--- config.mk ---
export PLATFORM = sky130hd
export DESIGN_NAME = sld_strap_latch_decode
export DESIGN_NICKNAME = d
export VERILOG_FILES = /design/src/include/sld_pkg.sv /design/src/logic/sld_strap_latch_decode.sv
export SDC_FILE = /design/constraint.sdc
export NUM_CORES = 1
export LEC_CHECK = 0
export BUFFER_PORTS_ARGS = -buffer_cell sky130_fd_sc_hd__buf_2
export CAP_MARGIN = 20
export CORE_MARGIN = 4
export CORE_UTILIZATION = 46
export DETAILED_ROUTE_END_ITERATION = 8
export PLACE_DENSITY = 0.72
export REMOVE_ABC_BUFFERS = 1
export SYNTH_ARGS = -nofsm -noshare
export SYNTH_HDL_FRONTEND = slang
export SYNTH_SLANG_ARGS = --single-unit
--- constraint.sdc ---
create_clock -name clk_in -period 1.4 [get_ports clk_in]
set_input_delay 0.07 -clock clk_in [delete_from_list [all_inputs] [get_ports clk_in]]
set_output_delay 0.07 -clock clk_in [all_outputs]
set_load 0.03 [all_outputs]
--- src/include/sld_pkg.sv ---
// Purpose: constants for the strap latch and decode block
// Assumes: strap pins settle before reset release
// Notes:   mode codes are the four-bit strap field values
package sld_pkg;
  localparam int          SLD_ADDR_W       = 5;
  localparam int          SLD_STRAP_ADDR_W = 3;
  localparam int          SLD_MODE_W       = 4;
  localparam logic [1:0]  SLD_ADDR_HI      = 2'h0;
  localparam logic [4:0]  SLD_BCAST_ADDR   = 5'h00;
  localparam logic [4:0]  SLD_ADDR_RST     = 5'h00;
  localparam logic [3:0]  SLD_MODE_RST     = 4'h0;
  // advertisement field order: {1000 full, 1000 half, 10/100 full, 10/100 half}
  localparam logic [3:0]  SLD_ADV_NONE     = 4'h0;
  localparam logic [3:0]  SLD_ADV_FAST     = 4'h3;
  localparam logic [3:0]  SLD_ADV_GIG_FD   = 4'h8;
  localparam logic [3:0]  SLD_ADV_GIG_FAST = 4'hB;
  localparam int          SLD_CLK_MHZ      = 100;

  typedef enum logic [3:0] {
    SLD_MODE_NAND      = 4'h4,
    SLD_MODE_PWRDN     = 4'h7,
    SLD_MODE_RG_FAST1  = 4'h8,
    SLD_MODE_RG_FAST2  = 4'hA,
    SLD_MODE_RG_GIG    = 4'hC,
    SLD_MODE_RG_GIGALL = 4'hE
  } sld_mode_t;

  // life cycle: in reset, one capture cycle, then held
  typedef enum logic [1:0] {
    SLD_ST_RESET = 2'b00,
    SLD_ST_HELD  = 2'b01
  } sld_state_t;
endpackage

--- src/logic/sld_strap_latch_decode.sv ---
// Purpose: latch configuration straps at reset release and decode them
// Assumes: strap inputs synchronous to clk_in; reset_in is the chip reset, active high
// Notes:   all outputs registered; strap values hold until the next reset, address match and recovered select follow their inputs
// Summary of operation
// - capture three address straps once at release
// - pulled up reads 1, down reads 0
// - upper two address bits always zero
// - broadcast strap low: also answer address zero
// - broadcast strap high: own address only
// - enable bit default is inverted broadcast strap
// - mode field latched; reserved codes flagged
// - code 0111 enters power down test
// - 1000 and 1010: reduced pin, 10/100 adverts; 1010 adds interrupt pin
// - 1100: reduced pin, 1000 full only
// - 1110: 1000 full plus 10/100 adverts
// - reference clock strap high drives clock output
// - clock output defaults local, recovered selectable
// - indicator strap 1 individual, 0 tri-color
// - sample straps only at reset release
`timescale 1ns/1ns
`default_nettype none
module sld_strap_latch_decode
  import sld_pkg::*;
(
  // clock and reset
  input  wire logic                          clk_in,
  input  wire logic                          reset_in,
  // strap pins
  input  wire logic [sld_pkg::SLD_STRAP_ADDR_W-1:0] mgmt_address_straps_in,
  input  wire logic                          broadcast_address_strap_in,
  input  wire logic [sld_pkg::SLD_MODE_W-1:0] mode_straps_in,
  input  wire logic                          ref_clock_out_strap_in,
  input  wire logic                          indicator_style_strap_in,
  // runtime controls from the management side
  input  wire logic                          recovered_clock_select_in,
  input  wire logic [sld_pkg::SLD_ADDR_W-1:0] access_address_in,
  // decoded configuration
  output logic                               straps_valid_out,
  output logic [sld_pkg::SLD_ADDR_W-1:0]     mgmt_address_out,
  output logic                               broadcast_address_enable_bit_out,
  output logic                               address_match_out,
  output logic [sld_pkg::SLD_MODE_W-1:0]     mode_out,
  output logic                               mode_reserved_out,
  output logic                               nand_tree_mode_out,
  output logic                               power_down_mode_out,
  output logic                               reduced_pin_mac_out,
  output logic [3:0]                         advertise_out,
  output logic                               pin_interrupt_style_out,
  output logic                               ref_clock_out_enable_out,
  output logic                               ref_clock_use_recovered_out,
  output logic                               indicator_individual_out
);
  import sld_pkg::*;

  sld_state_t                   state_q;
  logic [SLD_STRAP_ADDR_W-1:0]  addr_q;
  logic                         bcast_q;
  logic [SLD_MODE_W-1:0]        mode_q;
  logic                         clken_q;
  logic                         style_q;

  // capture happens on the first clock after release only
  wire capture = (state_q == SLD_ST_RESET);

  always_ff @(posedge clk_in or posedge reset_in) begin
    if (reset_in) begin
      state_q <= SLD_ST_RESET;
    end else begin
      state_q <= SLD_ST_HELD;
    end
  end

  // straps are taken by a clocked process after release, never under reset
  always_ff @(posedge clk_in or posedge reset_in) begin
    if (reset_in) begin
      addr_q  <= SLD_ADDR_RST[SLD_STRAP_ADDR_W-1:0];
      bcast_q <= 1'b1;
      mode_q  <= SLD_MODE_RST;
      clken_q <= 1'b0;
      style_q <= 1'b0;
    end else if (capture) begin
      addr_q  <= mgmt_address_straps_in;
      bcast_q <= broadcast_address_strap_in;
      mode_q  <= mode_straps_in;
      clken_q <= ref_clock_out_strap_in;
      style_q <= indicator_style_strap_in;
    end
  end

  // decode from the latched copies
  wire [SLD_ADDR_W-1:0] full_addr = {SLD_ADDR_HI, addr_q};
  wire bcast_en   = ~bcast_q;
  wire hit_own    = (access_address_in == full_addr);
  wire hit_bcast  = bcast_en && (access_address_in == SLD_BCAST_ADDR);
  wire is_nand    = (mode_q == SLD_MODE_NAND);
  wire is_pwrdn   = (mode_q == SLD_MODE_PWRDN);
  wire is_fast1   = (mode_q == SLD_MODE_RG_FAST1);
  wire is_fast2   = (mode_q == SLD_MODE_RG_FAST2);
  wire is_gig     = (mode_q == SLD_MODE_RG_GIG);
  wire is_gigall  = (mode_q == SLD_MODE_RG_GIGALL);
  wire is_rgmii   = is_fast1 | is_fast2 | is_gig | is_gigall;
  wire reserved   = ~(is_rgmii | is_nand | is_pwrdn);
  wire [3:0] adv  = (is_fast1 | is_fast2) ? SLD_ADV_FAST :
                    is_gig                ? SLD_ADV_GIG_FD :
                    is_gigall             ? SLD_ADV_GIG_FAST : SLD_ADV_NONE;
  // recovered clock only meaningful while the output is enabled
  wire use_rec    = clken_q & recovered_clock_select_in;

  always_ff @(posedge clk_in or posedge reset_in) begin
    if (reset_in) begin
      straps_valid_out                 <= 1'b0;
      mgmt_address_out                 <= SLD_ADDR_RST;
      broadcast_address_enable_bit_out <= 1'b0;
      address_match_out                <= 1'b0;
      mode_out                         <= SLD_MODE_RST;
      mode_reserved_out                <= 1'b0;
      nand_tree_mode_out               <= 1'b0;
      power_down_mode_out              <= 1'b0;
      reduced_pin_mac_out              <= 1'b0;
      advertise_out                    <= SLD_ADV_NONE;
      pin_interrupt_style_out          <= 1'b0;
      ref_clock_out_enable_out         <= 1'b0;
      ref_clock_use_recovered_out      <= 1'b0;
      indicator_individual_out         <= 1'b0;
    end else begin
      straps_valid_out                 <= ~capture;
      mgmt_address_out                 <= full_addr;
      broadcast_address_enable_bit_out <= bcast_en;
      address_match_out                <= ~capture & (hit_own | hit_bcast);
      mode_out                         <= mode_q;
      mode_reserved_out                <= ~capture & reserved;
      nand_tree_mode_out               <= is_nand;
      power_down_mode_out              <= is_pwrdn;
      reduced_pin_mac_out              <= is_rgmii;
      advertise_out                    <= adv;
      pin_interrupt_style_out          <= is_fast2;
      ref_clock_out_enable_out         <= clken_q;
      ref_clock_use_recovered_out      <= use_rec;
      indicator_individual_out         <= style_q;
    end
  end
endmodule
`default_nettype wire

## Word-level counts from Yosys, hierarchy flattened

Cells that the tools add are included.
W data, S select, Z words.

| operators by class | value |
|---|---|
| eq/ne operators | 7 |
| mux-type cells | 3 |
| bitwise operators | 12 |
| reduce and logical (&&, ||, !) cells | 3 |

Operators with widths:

| kind | number |
|---|---|
| $eq A4 B4 Y1 const B | 4 |
| $mux W4 | 3 |
| $eq A4 B3 Y1 const B | 2 |
| $or A1 B1 Y1 | 6 |
| $eq A5 B3 Y1 | 1 |
| $logic_not A5 Y1 | 1 |
| $and A1 B1 Y1 | 3 |
| $not A1 Y1 | 3 |
| $logic_not A2 Y1 | 1 |
| $logic_and A1 B1 Y1 | 1 |

| word-level totals | value |
|---|---|
| register bits | 33 |
| input bits | 18 |
| output and inout bits | 24 |

## Depth between registers and ports, before layout

| logic depth | value |
|---|---|
| word-level depth | 8 |
| depth in mapped cells | 3 |

## Least setup slack after synthesis

No wires, ideal clock.

| timing | value |
|---|---|
| path type | reg2reg |
| start point | register bcast_q |
| end point | register address_match_out |
| arrival | 0.980 ns |
| data required time | 1.323 ns |
| path slack | 0.342 ns |
| stages on the path, launching flop included | 3 |
| path buffers | 0 |
| cells stage by stage | dfstp_2 > or4_1 > a21oi_1 |

| between the ends | value |
|---|---|
| word-level cells in the longest chain between the ends | 4 |

Ends and longest elaborated chain:

| element | RTL line | RTL |
|---|---|---|
| start, declared | sld_strap_latch_decode.sv:57 | `logic bcast_q;` |
| start signal, assigned | sld_strap_latch_decode.sv:83 | `bcast_q <= broadcast_address_strap_in;` |
| $not A1 Y1 | sld_strap_latch_decode.sv:92 | `wire bcast_en = ~bcast_q;` |
| $logic_and A1 B1 Y1 | sld_strap_latch_decode.sv:94 | `wire hit_bcast = bcast_en && (access_address_in == SLD_BCAST_ADDR);` |
| $or A1 B1 Y1 | sld_strap_latch_decode.sv:129 | `address_match_out <= ~capture & (hit_own \| hit_bcast);` |
| $and A1 B1 Y1 | sld_strap_latch_decode.sv:129 |  |
| end signal, assigned | sld_strap_latch_decode.sv:129 |  |
| end, declared | sld_strap_latch_decode.sv:41 | `output logic address_match_out,` |

No other way between the ends.
A chain may end at the register's enable or synchronous reset.

## Final worst setup path

| timing | value |
|---|---|
| start point | input port access_address_in[4] in the netlist's numbering |
| end point | register address_match_out |

| between the ends | value |
|---|---|
| word-level cells in the longest chain between the ends | 4 |

Ends and longest elaborated chain:

| element | RTL line | RTL |
|---|---|---|
| start, declared | sld_strap_latch_decode.sv:36 | `input wire logic [sld_pkg::SLD_ADDR_W-1:0] access_address_in,` |
| $logic_not A5 Y1 | sld_strap_latch_decode.sv:94 |  |
| $logic_and A1 B1 Y1 | sld_strap_latch_decode.sv:94 |  |
| $or A1 B1 Y1 (*) | sld_strap_latch_decode.sv:129 |  |
| $and A1 B1 Y1 (*) | sld_strap_latch_decode.sv:129 |  |

Mark *: on every way between the ends. The rest lies on a longest branch, timed or not.

==> run summary <==
In this run the worst setup path begins at access_address_in[4]. The CTS tree is done. The core outline area came out at between 2000 and 2500 sq um.

The first global-routing pass estimated 2960 um of wire. The clock tree skew after final layout came out at 0.006090 ns. The maximum frequency from static timing analysis is approximately 0.75 GHz.

Data on the critical path arrives at its endpoint at roughly 1.6 ns. The number of core rows came out at 17. The detailed placement HPWL came out at about 1200 um.

Yosys attributes the largest share of cell area to dfrtp_1 71%, mux2_2 11%, buf_4 2.8%. The biggest area contributor in the post-synthesis netlist is dfrtp_1. Synthesis produced a netlist whose cell count is 70. Across every metal layer, demand over resource in global routing totals 0.1283. The final worst setup slack is around 0.059 ns. The setup fix buffers added after clock tree synthesis is 0.

The largest fanout on the critical path is 1. The final hold violation count came out at 0. The total number of yosys warnings came out at 0. The number of I/O port buffers is 38. For this configuration, the core starts out at a cell density of 0.4832. The slack of the worst reg-to-reg path came out at around 0.31 ns. The placed cell area came out at roughly 1300 sq um. The tree is rooted in a clkbuf_4. The latest clock arrival within the worst-skew pair is around 0.3 ns. A synthesized cell averages ~15 sq um. The distinct cell type count after synthesis came out at 18. The critical path is of the input pin to flip-flop type. The count of instances resized after the clock tree is built is 0. In this run, placement finished with an instance count of 136.

The number of placed I/O pins came out at between 40 and 50. The detail-routed via count per cell came out at approximately 4.3. Buffers inserted during clock tree synthesis total 5. The synthesized netlist occupies a cell area of 1059 sq um. The initial antenna violation count is 0. In the final routed layout, each cell accounts on average for 11.61 um.

The total count of max-transition violations in the final report was 0. The run finished with clean final reports. Counting cells, the worst reg-to-reg path comes to 2. The final worst hold slack came out at ~0.032 ns. The max-cap check violation count came out at 0. The synthesized-area fraction occupied by xor and xnor cells is 0.01655. The share of the synthesized area in compound gates (AO/OA/AOI/OAI) came out at 0.01655. The routed layout has just under 700 vias. The path class of the tightest hold or removal check is input pin to flip-flop. The register bit total from synthesis is 31. The final-stage net count is around 150. The first detailed-routing pass took 4 iterations. The sum of overflow across all layers after global routing is 0. The total number of clock tree sinks came out at 31. The number of design-rule violations left by the first detailed-router iteration came out at 5.

After synthesis, the largest family of logic cells by area is multiplexers. The instance count along the most critical hold path is 3. The number of fill cells in the layout is ~160. The final design instance area without fill came out at ~1500 sq um. The clock tree synthesis step divided the H-tree into 2 levels. The clock passes through at most 2 buffers. The final period utilization came out at 0.9576. The final-layout setup total negative slack is 0 ns. The remaining routing DRC violations came out at 0. The share of synthesized area in the top cell type comes to 0.7092. The endpoint of the worst-slack reg-to-reg timing path is address_match_out. The critical hold path startpoint is access_address_in[2]. The pin count of the biggest net entering global routing came out at 32. Wires add up to about 1800 um.

The horizontal die dimension is about 56 um. The worst setup path is launched from an input pin. The post-synthesis mux area share came out at 0.1064. The number of endpoints failing setup at the final stage came out at 0.

The path with the worst hold slack has its endpoint at address_match_out. The worst path needs between 1 and 1.5 ns of the cycle, external delays included. The worst setup path is captured at a flip-flop.

At the placement stage, the worst setup path has a slack of roughly 0.33 ns. The total power density per cell area came out at approximately 1200 nW/um^2. The required time at the endpoint of the critical path came out at between 1.5 and 2 ns. The proportion of layout cells with a drive suffix above 1 came out at 0.4462.

Relative to the synthesized area, the layout overhead comes to 38.77%. The worst-case IR drop observed on VDD is 0.7108 mV. The congestion estimate from routability-driven global placement came to about 0.70.

The simple-gate share of the synthesized area is 0.07210. The final core utilization is 0.6705. Clock-pin slew was measured on the worst setup and hold paths at about 0.090 ns. The via count of the first global-routing pass is 671. The critical register-to-register path startpoint is bcast_q.

The remaining antenna violation count after routing came out at 0. For this run, the register share of the synthesized area comes to 0.7340. Of the total synthesized cell area, the portion taken by full adders, half adders and majority gates is 0.

The antenna cell count came out at 0. Setup repair after global routing left no endpoint under its margin. The leakage dissipation is around 0.75 nW. The total power of the final layout is ~1.8 mW. The post-cts hold buffer count came out at 14. The die area is between 3000 and 4000 sq um. The finished layout holds 158 standard cells, fillers aside. In this run the vertical extent of the chip is approximately 56 um.
==> layer usage <==
metal  share of wire  global-route usage  up-vias  routed length, um
li1                -                   -      341                  -
met2            0.56              0.2154       23               1034
met4          0.0049             0.05085        0                  9
met1            0.36              0.1376      321                665
met5               0                   0        -                  0
met3           0.068             0.06265        2                124
==> final cells by class <==
cell class,instances,area (sq um),share of cell area
clock buffer,7,45.04,0.03066
clock inverter,1,5.005,0.003407
inverter,4,15.01,0.01022
multi-input combinational,32,239.0,0.1627
sequential,31,777.0,0.5290
tap,28,35.03,0.02385
timing repair buffer,55,352.8,0.2402
==> power breakdown <==
group | internal (mW) | total (mW) | switching [mW]
Clock | 0.195 | 0.457 | 0.261
Sequential | 0.975 | 1.01 | 0.0395
Combinational | 0.128 | 0.324 | 0.196
Total | 1.30 | 1.79 | 0.497
==> registers in the layout, summed over array words and instances (netlist names), 2 cells and up <==
signal and count:
addr_q 3, mgmt_address_out 3, mode_q 4, advertise_out 2, mode_out 4
==> critical path, stage by stage <==
cell	delay, ns
dlygate4sd3_1	0.55
buf_2	0.13
nor2_1	0.10
dlygate4sd3_1	0.56
nand2_1	0.05
a21oi_1	0.10
==> synth_stat cells <==
cell type,instances
a21oi_1,2
and2_1,3
and4b_1,1
buf_2,1
buf_4,4
conb_1,2
dfrtp_1,30
dfstp_2,1
inv_1,4
mux2_2,10
nand2_1,2
nand2b_1,1
nor2_1,2
nor3_1,2
nor4b_1,1
o211ai_1,1
or4_1,1
xnor2_1,2
==> how the worst max path moves through the flow <==
| stage | end | cells after the start |
|---|---|---|
| after global routing | address_match_out | 6 |
| after detailed placement | address_match_out | 2 |
| after global placement | address_match_out | 2 |
| after CTS | address_match_out | 6 |
| after floorplan | address_match_out | 2 |
| final | address_match_out | 6 |
==> cells in the final DEF (no fill, tap or decap) <==
cell type	instances
or4_1	1
nand2_1	2
xnor2_1	2
mux2_2	10
nand2b_1	1
buf_4	3
and4b_1	1
clkinv_2	1
nor3_1	2
dfstp_2	1
clkbuf_4	5
nor2_1	2
and2_1	3
conb_1	4
buf_2	38
dfrtp_1	30
a21oi_1	2
clkbuf_1	2
o211ai_1	1
dlygate4sd3_1	14
inv_1	4
nor4b_1	1
==> cells by family (layout without fill, tap and decap cells) <==
family,after synthesis,in the layout
xor+xnor,2,2
compound gates,3,3
simple gates,13,13
flops,31,31
mux,10,10
buf+inv,9,67
other cells,2,4
Note: power is estimated with default switching activity, not from simulation.
